<file path="src/hdl/mbr_consts.vh">
// Constants for the field-bus read-function responder.
`ifndef MBR_CONSTS_VH
`define MBR_CONSTS_VH

// ----------------------------------------------------------------------------
// Function codes and exception codes
// ----------------------------------------------------------------------------
`define MBR_FC_DISCRETE   8'h02
`define MBR_FC_HOLDING    8'h03
`define MBR_FC_INPUT_REG  8'h04
`define MBR_FC_COIL       8'h05
`define MBR_EXC_FLAG      8'h80
`define MBR_EXC_FUNC      8'h01
`define MBR_EXC_ADDR      8'h02
`define MBR_EXC_VALUE     8'h03

// ----------------------------------------------------------------------------
// Station numbers and frame layout
// ----------------------------------------------------------------------------
`define MBR_BROADCAST     8'h00
`define MBR_STATION_MIN   8'h01
`define MBR_STATION_MAX   8'hF7
`define MBR_REQ_LEN       3'h6
`define MBR_HDR_LEN       8'h03
`define MBR_COIL_RSP_LEN  8'h06

// ----------------------------------------------------------------------------
// Address space limits
// ----------------------------------------------------------------------------
`define MBR_DI_POINTS     17'h00020
`define MBR_REG_SPACE     17'h00100
`define MBR_REG_MAX       16'h007D
`define MBR_COIL_COUNT    16'h0010
`define MBR_COIL_ON       16'hFF00
`define MBR_COIL_OFF      16'h0000

`endif

</file>
<file path="src/hdl/mbr_req_rx.v">
// Request collector: gathers the six fixed bytes of a request frame.
`timescale 1ns/1ps
`include "mbr_consts.vh"

module mbr_req_rx (
  input  wire        clk,
  input  wire        sys_rst,
  input  wire        rx_start,
  input  wire        rx_valid,
  input  wire [7:0]  rx_data,
  output reg         req_valid,
  output reg  [7:0]  req_station,
  output reg  [7:0]  req_func,
  output reg  [15:0] req_addr,
  output reg  [15:0] req_word
);

  reg [2:0] idx;

  // Bytes past the sixth are dropped until the next frame start.
  always @(posedge clk or posedge sys_rst) begin
    if (sys_rst) begin
      idx         <= 3'h0;
      req_valid   <= 1'b0;
      req_station <= 8'h00;
      req_func    <= 8'h00;
      req_addr    <= 16'h0000;
      req_word    <= 16'h0000;
    end else begin
      req_valid <= 1'b0;
      if (rx_start) begin
        idx <= 3'h0;
      end else if (rx_valid && idx != `MBR_REQ_LEN) begin
        idx <= idx + 3'h1;
        case (idx)
          3'h0: req_station <= rx_data;
          3'h1: req_func <= rx_data;
          3'h2: req_addr[15:8] <= rx_data;
          3'h3: req_addr[7:0] <= rx_data;
          3'h4: req_word[15:8] <= rx_data;
          3'h5: begin
            req_word[7:0] <= rx_data;
            req_valid     <= 1'b1;
          end
          default: idx <= idx;
        endcase
      end
    end
  end

endmodule // mbr_req_rx

</file>
<file path="src/hdl/mbr_responder.v">
// Read-function responder: decodes requests and streams normal or exception replies.
`timescale 1ns/1ps
`include "mbr_consts.vh"

module mbr_responder (
  input  wire        clk,
  input  wire        sys_rst,
  input  wire [7:0]  own_station,
  input  wire        rx_start,
  input  wire        rx_valid,
  input  wire [7:0]  rx_data,
  input  wire [31:0] discrete_input,
  input  wire [15:0] word_rd_data,
  input  wire        tx_ready,
  output reg         tx_valid,
  output reg  [7:0]  tx_data,
  output reg         tx_last,
  output reg         word_rd_en,
  output reg         word_rd_input,
  output reg  [15:0] word_rd_addr,
  output reg  [15:0] coil_state,
  output reg         busy
);

  // --------------------------------------------------------------------------
  // States
  // --------------------------------------------------------------------------
  localparam ST_IDLE  = 2'b00;
  localparam ST_SEND  = 2'b01;
  localparam ST_FETCH = 2'b10;
  localparam ST_WAIT  = 2'b11;

  wire        req_valid;
  wire [7:0]  req_station;
  wire [7:0]  req_func;
  wire [15:0] req_addr;
  wire [15:0] req_word;

  reg  [1:0]  st;
  reg  [7:0]  func;
  reg  [15:0] addr;
  reg  [15:0] cnt;
  reg  [7:0]  exc;
  reg  [7:0]  len;
  reg  [7:0]  pos;
  reg  [15:0] word_buf;
  reg         word_ok;

  reg  [7:0]  next_exc;
  reg  [7:0]  next_len;
  reg  [7:0]  next_byte;
  reg  [16:0] span;
  wire [7:0]  k;
  wire        own_ok;
  wire        addressed;
  wire        is_reg;
  wire        need_word;

  mbr_req_rx u_rx (
    .clk         (clk),
    .sys_rst     (sys_rst),
    .rx_start    (rx_start),
    .rx_valid    (rx_valid),
    .rx_data     (rx_data),
    .req_valid   (req_valid),
    .req_station (req_station),
    .req_func    (req_func),
    .req_addr    (req_addr),
    .req_word    (req_word)
  );

  // --------------------------------------------------------------------------
  // Discrete byte picker
  // --------------------------------------------------------------------------
  // Bits past the requested point count are sent as zero so that the master
  // never sees inputs it did not ask for in the padded last byte.
  function [7:0] di_pick;
    input [31:0] bits;
    input [15:0] start;
    input [15:0] points;
    input [7:0]  idx;
    reg   [31:0] sh;
    reg   [15:0] first;
    integer      i;
    begin
      first = {5'h00, idx, 3'h0};
      sh    = bits >> (start[5:0] + first[5:0]);
      for (i = 0; i < 8; i = i + 1) begin
        di_pick[i] = sh[i] & ((first + i[15:0]) < points);
      end
    end
  endfunction

  assign own_ok    = (own_station >= `MBR_STATION_MIN) && (own_station <= `MBR_STATION_MAX);
  assign addressed = own_ok && (req_station == own_station);
  assign is_reg    = (func == `MBR_FC_HOLDING) || (func == `MBR_FC_INPUT_REG);
  assign k         = pos - `MBR_HDR_LEN;
  assign need_word = is_reg && (exc == 8'h00) && (pos >= `MBR_HDR_LEN) && !k[0] && !word_ok;

  // --------------------------------------------------------------------------
  // Request check and reply length
  // --------------------------------------------------------------------------
  always @* begin
    next_exc = 8'h00;
    next_len = `MBR_HDR_LEN;
    span     = {1'b0, req_addr} + {1'b0, req_word};
    case (req_func)
      `MBR_FC_DISCRETE: begin
        if (req_word == 16'h0000 || {1'b0, req_word} > `MBR_DI_POINTS)
          next_exc = `MBR_EXC_VALUE;
        else if (span > `MBR_DI_POINTS)
          next_exc = `MBR_EXC_ADDR;
        next_len = `MBR_HDR_LEN + req_word[10:3] + {7'h00, |req_word[2:0]};
      end
      `MBR_FC_HOLDING, `MBR_FC_INPUT_REG: begin
        if (req_word == 16'h0000 || req_word > `MBR_REG_MAX)
          next_exc = `MBR_EXC_VALUE;
        else if (span > `MBR_REG_SPACE)
          next_exc = `MBR_EXC_ADDR;
        next_len = `MBR_HDR_LEN + {req_word[6:0], 1'b0};
      end
      `MBR_FC_COIL: begin
        if (req_word != `MBR_COIL_ON && req_word != `MBR_COIL_OFF)
          next_exc = `MBR_EXC_VALUE;
        else if (req_addr >= `MBR_COIL_COUNT)
          next_exc = `MBR_EXC_ADDR;
        next_len = `MBR_COIL_RSP_LEN;
      end
      default: begin
        next_exc = `MBR_EXC_FUNC;
      end
    endcase
    if (next_exc != 8'h00)
      next_len = `MBR_HDR_LEN;
  end

  // --------------------------------------------------------------------------
  // Reply byte selection
  // --------------------------------------------------------------------------
  always @* begin
    next_byte = 8'h00;
    case (pos)
      8'h00: next_byte = own_station;
      8'h01: next_byte = (exc != 8'h00) ? (func | `MBR_EXC_FLAG) : func;
      8'h02: begin
        if (exc != 8'h00)
          next_byte = exc;
        else if (func == `MBR_FC_COIL)
          next_byte = addr[15:8];
        else
          next_byte = len - `MBR_HDR_LEN;
      end
      default: begin
        if (func == `MBR_FC_COIL) begin
          case (pos)
            8'h03: next_byte = addr[7:0];
            8'h04: next_byte = cnt[15:8];
            default: next_byte = cnt[7:0];
          endcase
        end else if (is_reg) begin
          next_byte = k[0] ? word_buf[7:0] : word_buf[15:8];
        end else begin
          next_byte = di_pick(discrete_input, addr, cnt, k);
        end
      end
    endcase
  end

  // --------------------------------------------------------------------------
  // Sequencer
  // --------------------------------------------------------------------------
  always @(posedge clk or posedge sys_rst) begin
    if (sys_rst) begin
      st            <= ST_IDLE;
      func          <= 8'h00;
      addr          <= 16'h0000;
      cnt           <= 16'h0000;
      exc           <= 8'h00;
      len           <= 8'h00;
      pos           <= 8'h00;
      word_buf      <= 16'h0000;
      word_ok       <= 1'b0;
      tx_valid      <= 1'b0;
      tx_data       <= 8'h00;
      tx_last       <= 1'b0;
      word_rd_en    <= 1'b0;
      word_rd_input <= 1'b0;
      word_rd_addr  <= 16'h0000;
      coil_state    <= 16'h0000;
      busy          <= 1'b0;
    end else begin
      case (st)
        ST_IDLE: begin
          // Requests that complete while a reply is streaming are dropped.
          if (req_valid && (addressed || req_station == `MBR_BROADCAST)) begin
            if (req_func == `MBR_FC_COIL && next_exc == 8'h00)
              coil_state[req_addr[3:0]] <= (req_word == `MBR_COIL_ON);
            if (addressed) begin
              func    <= req_func;
              addr    <= req_addr;
              cnt     <= req_word;
              exc     <= next_exc;
              len     <= next_len;
              pos     <= 8'h00;
              word_ok <= 1'b0;
              busy    <= 1'b1;
              st      <= ST_SEND;
            end
          end
        end
        ST_SEND: begin
          if (!tx_valid || tx_ready) begin
            if (pos == len) begin
              tx_valid <= 1'b0;
              tx_last  <= 1'b0;
              busy     <= 1'b0;
              st       <= ST_IDLE;
            end else if (need_word) begin
              tx_valid      <= 1'b0;
              tx_last       <= 1'b0;
              word_rd_en    <= 1'b1;
              word_rd_input <= (func == `MBR_FC_INPUT_REG);
              word_rd_addr  <= addr + {9'h000, k[7:1]};
              st            <= ST_FETCH;
            end else begin
              tx_data  <= next_byte;
              tx_valid <= 1'b1;
              tx_last  <= (pos == len - 8'h01);
              pos      <= pos + 8'h01;
              if (is_reg && k[0])
                word_ok <= 1'b0;
            end
          end
        end
        ST_FETCH: begin
          word_rd_en <= 1'b0;
          st         <= ST_WAIT;
        end
        ST_WAIT: begin
          word_buf <= word_rd_data;
          word_ok  <= 1'b1;
          st       <= ST_SEND;
        end
        default: begin
          st <= ST_IDLE;
        end
      endcase
    end
  end

endmodule // mbr_responder

</file>
<file path="config.mk">
export PLATFORM = sky130hd
export DESIGN_NAME = mbr_responder
export DESIGN_NICKNAME = d
export VERILOG_FILES = /design/src/hdl/mbr_req_rx.v /design/src/hdl/mbr_responder.v
export VERILOG_INCLUDE_DIRS = /design/src /design/src/hdl
export SDC_FILE = /design/constraint.sdc
export NUM_CORES = 1
export LEC_CHECK = 0
export BUFFER_PORTS_ARGS = -buffer_cell sky130_fd_sc_hd__clkbuf_2
export CELL_PAD_IN_SITES_DETAIL_PLACEMENT = 0
export CELL_PAD_IN_SITES_GLOBAL_PLACEMENT = 1
export CORE_MARGIN = 2
export CORE_UTILIZATION = 45
export CTS_CLUSTER_SIZE = 16
export DETAILED_ROUTE_END_ITERATION = 16
export PLACE_DENSITY_LB_ADDON = 0.1
export SLEW_MARGIN = 20
export SYNTH_ARGS = -nofsm -noshare
export SYNTH_HDL_FRONTEND = slang
export SYNTH_SLANG_ARGS = --single-unit
</file>
<file path="constraint.sdc">
create_clock -name clk -period 9.4 [get_ports clk]
set_input_delay 1.41 -clock clk [delete_from_list [all_inputs] [get_ports clk]]
set_output_delay 1.41 -clock clk [all_outputs]
set_load 0.05 [all_outputs]
</file>
==> run metrics, run 1 <==
Core Util, Final=51.47%; routed wire length=33.82 mm; synthesized area per cell=~9.5 um^2; Die Y=164.1 um; Die Area=0.02692 mm^2; H-tree depth=4; met2 Use GR=41.65%; Reg2Reg Setup Slack=about 5.5 ns; kind of cell adding the most delay to the critical path=compound AO/OA/AOI/OAI gates; CP cell instances=buf_4, ha_1, xnor2_1, ha_1, a21o_1, a21oi_1, o21bai_1, a2111oi_0, or3_1, nor2_1, xnor2_1, o21ai_0; Pleak=6.039 nW; synth top area cells=dfrtp_1 (38%), mux2_2 (6.5%), nand2_1 (6.4%); FFs w/ async S/R, synth=100.0%; synthesized area=0.01153 mm^2; RR Endpoint=word_rd_addr[11]$_DFFE_PP0P_; status=completed; max_slew headroom=roughly 32%; # Post-CTS Setup Buffers=0; min cycle time layout=3.915 ns; Yosys reg bits=174; clk sinks=~170; Final GP Congestion=0.8832; I/O pin count=114; Critical R2R Launch=pos[0]$_DFFE_PP0P_; main flop type after synthesis=dfrtp_1; fillers=~2400; M3 GR Usage=3.258%; Hold WS=0.4821 ns; Cell Pwr Density=222.6 mW/mm^2; first-iteration detailed-routing DRC count=around 790; RSZ-0062 raised after global routing=no; setup_tns=0 ns; Buf+Inv Stages, Crit Path=1; Ys Warns=0; PortBufs=113; R2R depth=12; WP depth=12; Largest stage delay, worst path=0.90 ns; nets=1410; Core Area=0.02518 mm^2; endpoint type of the worst setup path=flip-flop; Yosys cell types=76; crit share post-route=41.65%; row count=58; vias in the first global route=roughly 9300; busiest layer in global routing=met2; Die Wd=approximately 160 um; fin cells=1627; Setup crit start kind=flip-flop; Num CTS Buffers=17; Worst Setup SP=pos[0]$_DFFE_PP0P_; f_max=255.4 MHz; max_cap viols=0; Residual DRC=0; gate count of the mapped netlist=1208; cts hold-fix bufs=0; Max VDD drop=0.0001535 V; initial antenna violation count=0; Slew Viols, Final=0; Yosys top cell by area=dfrtp_1; Setup CP Type=reg -> reg; syn nets=1334; Worst Tran Pin Value=0.9913 ns; share of layout cells above drive strength 1=between 20 and 25%; Max stage delay cell, worst path=a2111oi_0; clk buf depth=2; CTS clk-pin slew, worst paths=0.07 ns; Placed Area=0.01233 mm^2; starting density of the core=45.78%; top post-synthesis cells by count=nand2_1 (196), dfrtp_1 (174), o21ai_0 (76), mux2_2 (67), ha_1 (54); hold path depth=2; clk root buf=clkbuf_16; Vias=9498; Hold/Removal Path Class=reg -> reg; final hold violation count=0; hold_sp=word_rd_addr[2]$_DFFE_PP0P_; crit path max fanout=19; end point of the critical path=word_rd_addr[11]$_DFFE_PP0P_; CTS resizes=0; post-DP HPWL=around 26 mm; setup violators final=0; Max Clock Skew=between 0.02 and 0.025 ns; M1 GR Usage=38.57%; Inst Count DP=1595; sequential element share of the synthesized area=between 30% and 40%; Post-synth EDFFs=0; Yosys top cell area share=a little under two fifths; Vias per Instance=around 5.8; design area=0.01296 mm^2; GRT Util Overall=26.10%; Area Overhead vs Synth=12.42%; grt ovf=0; WL/cell=20.79 um; WP data arrival=4.22 ns; first-pass GRT wire length=54.45 mm; post-route ant nets=0; most common cell in the synthesized netlist=nand2_1; worst skew pair latency=roughly 0.45 ns; TritonCTS clock tree=yes; diode count=0; First-pass DRT Iterations=5; pin count of the biggest net entering global routing=64; Critical Path RT=9.70 ns
[where the power goes]
| group | total [mW] | internal (mW) | leakage (nW) | switching, mW |
|---|---|---|---|---|
| combinational | 1.11 | 0.449 | 3.54 | 0.657 |
| sequential | 1.03 | 0.848 | 2.20 | 0.178 |
| clock | 0.752 | 0.368 | 0.302 | 0.384 |
[sequential cells by signal (all words and copies together) (netlist names), 3 cells and up]
register	flops
word_buf	16
u_rx.req_station	8
pos	8
len	8
word_rd_addr	16
u_rx.req_addr	16
tx_data	8
addr	16
u_rx.req_func	8
coil_state	16
cnt	16
u_rx.req_word	16
u_rx.idx	3
func	8
[per-layer routing]
| metal | vias up | share of wire (%) |
|---|---|---|
| met3 | 20 | 3.4 |
| met2 | 206 | 47 |
| met5 | - | 0 |
| met1 | 4730 | 49 |
| li1 | 4542 | - |
| met4 | 0 | 0.95 |
[worst min path at each step]
stage | endpoint | slack, ns
floorplan | func[6]$_DFFE_PP0P_ | 0.45
global placement | tx_data[7]$_DFFE_PP0P_ | 0.46
detailed placement | word_rd_addr[6]$_DFFE_PP0P_ | 0.47
CTS | word_rd_addr[8]$_DFFE_PP0P_ | 0.49
global route | word_rd_addr[3]$_DFFE_PP0P_ | 0.51
finish | word_rd_addr[2]$_DFFE_PP0P_ | 0.48
[metrics by stage]
step                power [mW]  worst slack, ns
floorplan                1.798            3.273
global placement         2.136            5.314
detailed placement       2.137            5.254
CTS                      2.890            5.496
global route             3.067            5.195
finish                   2.885            5.485
[worst min-delay path, delay by kind of cell (launching register included)]
| kind | cells | cell delay (ns) |
|---|---|---|
| DFF | 1 | 0.34 |
| AOI/OAI and AO/OA | 1 | 0.06 |
| and+or+nand+nor | 1 | 0.05 |
[cells in the final DEF (no fill, tap or decap), types with 18 or more instances in the layout]
cell type    n
nand2_1    196
xnor2_1     47
mux4_2      21
nand4_1     18
a21o_1      18
clkbuf_2   113
inv_1       43
nand3_1     20
nor3_1      25
a21oi_1     50
xor2_1      25
mux2_2      67
dfrtp_1    173
ha_1        54
o21ai_0     76
nor2_1      47
mux2i_1     46
[cell type report]
type / instances / area (um^2) / area share (%)
multi-input combinational: 923 / 6751 / 52.10
sequential: 174 / 4355 / 33.61
timing repair buffer: 122 / 633.1 / 4.885
clock buffer: 17 / 425.4 / 3.282
tap: 330 / 412.9 / 3.186
clock inverter: 15 / 203.9 / 1.574
inverter: 46 / 177.7 / 1.371
[kinds of logic after synthesis]
group | after synthesis | share of synthesized area [%]
DFF | 174 | 37.77
muxes | 143 | 15.52
adders and majority gates | 57 | 6.382
AOI/OAI and AO/OA | 248 | 14.20
and+or+nand+nor | 403 | 16.95
xor gates and xnor gates | 72 | 5.470
buffers and inverters | 111 | 3.712
Note: power is estimated with default switching activity, not from simulation.
==> run 2: changes to the inputs <==
--- a/config.mk
+++ b/config.mk
@@ -6,11 +6,12 @@
 export SDC_FILE = /design/constraint.sdc
 export NUM_CORES = 1
 export LEC_CHECK = 0
+export ABC_AREA = 1
 export BUFFER_PORTS_ARGS = -buffer_cell sky130_fd_sc_hd__clkbuf_2
 export CELL_PAD_IN_SITES_DETAIL_PLACEMENT = 0
 export CELL_PAD_IN_SITES_GLOBAL_PLACEMENT = 1
 export CORE_MARGIN = 2
-export CORE_UTILIZATION = 45
+export CORE_UTILIZATION = 40
 export CTS_CLUSTER_SIZE = 16
 export DETAILED_ROUTE_END_ITERATION = 16
 export PLACE_DENSITY_LB_ADDON = 0.1
==> constraint.sdc (replaced) <==
create_clock -name clk -period 3.15 [get_ports clk]
set_input_delay 0.4725 -clock clk [delete_from_list [all_inputs] [get_ports clk]]
set_output_delay 0.4725 -clock clk [all_outputs]
set_load 0.05 [all_outputs]
==> run 2 against run 1 <==
Register-to-register slack got worse by 5.3 ns. Critical path depth rose by 3. Largest cell class unchanged. Area after synthesis rose by 8.6%.
==> run metrics, run 2 <==
clk sinks=174 (unchanged); top post-synthesis cells by count=nand2_1 (539), inv_1 (250), o21ai_0 (189), dfrtp_1 (174), nor2_1 (114) (was nand2_1 (196), dfrtp_1 (174), o21ai_0 (76), mux2_2 (67), ha_1 (54)); Slew Viols, Final=0 (unchanged); Yosys cell types=60 (was 76); crit path max fanout=5 (was 19); Ys Warns=0 (unchanged); initial antenna violation count=0 (unchanged); FFs w/ async S/R, synth=100.0% (unchanged); Pwr Total=8.348 mW (was 2.885 mW); routed wire length=42.26 mm (was 33.82 mm); post-route ant nets=0 (unchanged); f_max=340.4 MHz (was 255.4 MHz); main flop type after synthesis=dfrtp_1 (unchanged); Area Overhead vs Synth=15.38% (was 12.42%); M3 GR Usage=3.447% (was 3.258%); max_slew headroom=48.42% (was 32.21%); H-tree depth=4 (unchanged); Worst Tran Pin Value=0.7737 ns (was 0.9913 ns); Yosys top cell area share=34.79% (was 37.77%); clk root buf=clkbuf_16 (unchanged); design area=0.01444 mm^2 (was 0.01296 mm^2); grt ovf=0 (unchanged); Vias=12290 (was 9498); synthesized area per cell=6.850 um^2 (was 9.544 um^2); first-pass GRT wire length=66.94 mm (was 54.45 mm); diode count=0 (unchanged); Critical Path RT=3.53 ns (was 9.70 ns); CTS clk-pin slew, worst paths=0.08 ns (was 0.07 ns); Residual DRC=0 (unchanged); commonest non-fill, non-tap cell in the layout=nand2_1 (unchanged); PortBufs=113 (unchanged); Setup CP Type=reg -> reg (unchanged); fin cells=2358 (was 1627); post-DP HPWL=33.38 mm (was 25.83 mm); Hold/Removal Path Class=in -> async (was reg -> reg); Max VDD drop=0.0005572 V (was 0.0001535 V); share of layout cells above drive strength 1=13.40% (was 20.05%); Max Clock Skew=0.01071 ns (was 0.02150 ns); nets=2075 (was 1410); Core Util, Final=47.08% (was 51.47%); pin count of the biggest net entering global routing=131 (was 64); M1 GR Usage=34.16% (was 38.57%); setup violators final=0 (unchanged); min cycle time layout=2.938 ns (was 3.915 ns); met2 Use GR=45.02% (was 41.65%); WL/cell=17.92 um (was 20.79 um); Num CTS Buffers=17 (unchanged); endpoint type of the worst setup path=flip-flop (unchanged); TritonCTS clock tree=yes (unchanged); synth top area cells=dfrtp_1 (35%), nand2_1 (16%), o21ai_0 (7.6%) (was dfrtp_1 (38%), mux2_2 (6.5%), nand2_1 (6.4%)); Inst Count DP=2322 (was 1595); final hold violation count=0 (unchanged); starting density of the core=40.81% (was 45.78%); worst skew pair latency=0.46 ns (was 0.45 ns); max_cap viols=0 (unchanged); I/O pin count=114 (unchanged); synthesized area=0.01252 mm^2 (was 0.01153 mm^2); Yosys top cell by area=dfrtp_1 (unchanged); Core Area=0.03067 mm^2 (was 0.02518 mm^2); sequential element share of the synthesized area=34.79% (was 37.77%); status=completed (unchanged); Hold WS=0.1758 ns (was 0.4821 ns); pre-CTS setup slack=-0.03232 ns (was 5.254 ns); Reg2Reg Setup Slack=0.21 ns (was 5.48 ns); busiest layer in global routing=met2 (unchanged); Die Area=0.03272 mm^2 (was 0.02692 mm^2); gate count of the mapped netlist=1827 (was 1208); First-pass DRT Iterations=5 (unchanged); Cell Pwr Density=578.1 mW/mm^2 (was 222.6 mW/mm^2); syn nets=1953 (was 1334); first-iteration detailed-routing DRC count=850 (was 792); GRT Util Overall=26.20% (was 26.10%); Placed Area=0.01369 mm^2 (was 0.01233 mm^2); Die Wd=180.9 um (was 164.1 um); Setup crit start kind=flip-flop (unchanged); Pleak=7.212 nW (was 6.039 nW); crit share post-route=93.26% (was 41.65%); vias in the first global route=11890 (was 9343); most frequent cells in the layout=nand2_1 (538), inv_1 (248), o21ai_0 (188), dfrtp_1 (172) (was nand2_1 (196), dfrtp_1 (173), clkbuf_2 (113), o21ai_0 (76), mux2_2 (67)); clk buf depth=2 (unchanged); most common cell in the synthesized netlist=nand2_1 (unchanged); row count=64 (was 58); Yosys reg bits=174 (unchanged); setup_tns=0 ns (unchanged); Final GP Congestion=0.9601 (was 0.8832); Vias per Instance=5.211 (was 5.838); Post-synth EDFFs=0 (unchanged); Die Y=180.9 um (was 164.1 um); final worst slack=0.2122 ns (was 5.485 ns); WP data arrival=3.32 ns (was 4.22 ns)
-- run 2: cell types whose count changed after synthesis, sizes merged, moves of 27 or more --
cell / change
inv: +212
mux2: -76
mux2i: -43
nand2: +346
nand3: +91
nand4: +35
nor2: +74
o21ai: +124
xnor2: -27
-- run 2: worst paths after layout --
| check | startpoint | to | cells past startpoint |
|---|---|---|---|
| max | pos[3]$_DFFE_PP0P_ | tx_data[4]$_DFFE_PP0P_ | 15 |
| min | sys_rst | word_rd_addr[1]$_DFFE_PP0P_ | 3 |
| max reg2reg | pos[3]$_DFFE_PP0P_ | tx_data[4]$_DFFE_PP0P_ | 15 |
| min reg2reg | word_buf[15]$_DFFE_PP0P_ | word_buf[15]$_DFFE_PP0P_ | 2 |
| max in group asynchronous | sys_rst | pos[0]$_DFFE_PP0P_ | 3 |
| min in group clk | word_rd_data[11] | word_buf[11]$_DFFE_PP0P_ | 3 |
-- run 2: cell families (layout without fill, tap and decap cells) --
kind of cell / after synthesis / in the layout / share of synthesized area (%)
AOI/OAI and AO/OA: 343 / 343 / 15.42
xor gates and xnor gates: 36 / 36 / 2.519
adders and majority gates: 57 / 57 / 5.878
buffers and inverters: 317 / 452 / 9.907
DFF: 174 / 174 / 34.79
muxes: 3 / 3 / 0.2399
and+or+nand+nor: 897 / 897 / 31.25
-- run 2: timing repair --
action | 4_1_cts | 5_1_grt
hold buffers | 0 | 0
resized for setup | 0 | 22
hold endpoints to repair | 0 | 0
pin swaps | 1 | 4
gates cloned | 0 | 0
setup endpoints to repair | 1 | 29
buffers inserted | 2 | 2
-- run 2: metal layers --
layer | wire length [um] | vias to the layer above | share of wire (%)
met4 | 1138 | 0 | 2.7
met5 | 0 | - | 0
li1 | - | 6234 | -
met3 | 1580 | 53 | 3.7
met2 | 20590 | 286 | 49
met1 | 18950 | 5715 | 45
-- run 2: final cells by class --
| type | count | area [um^2] |
|---|---|---|
| clock buffers | 17 | 425.4 |
| clock inverters | 15 | 176.4 |
| fillers | 3257 | 16230 |
| inverters | 261 | 983.4 |
| multi-input cells | 1336 | 7042 |
| flip-flops and latches | 174 | 4357 |
| well taps | 396 | 495.5 |
| repair buffers | 159 | 960.9 |
-- run 2: critical path: stages (launching register included) --
cell and delay [ns]:
dfrtp_1 0.43, nor2_4 0.19, inv_1 0.12, nor2_4 0.18, nand3_1 0.11, xor2_1 0.33, ha_1 0.34, nand3_1 0.09
a21oi_1 0.07, nand2_1 0.06, nand3_1 0.19, nor2_4 0.21, o21ai_0 0.11, o31ai_1 0.23, nand2_1 0.07, a21boi_1 0.13
-- run 2: power breakdown --
group	internal (mW)	switching [mW]	leakage (nW)
registers	2.47	0.302	2.02
clock network	1.14	1.08	0.294
logic	1.15	2.20	4.90
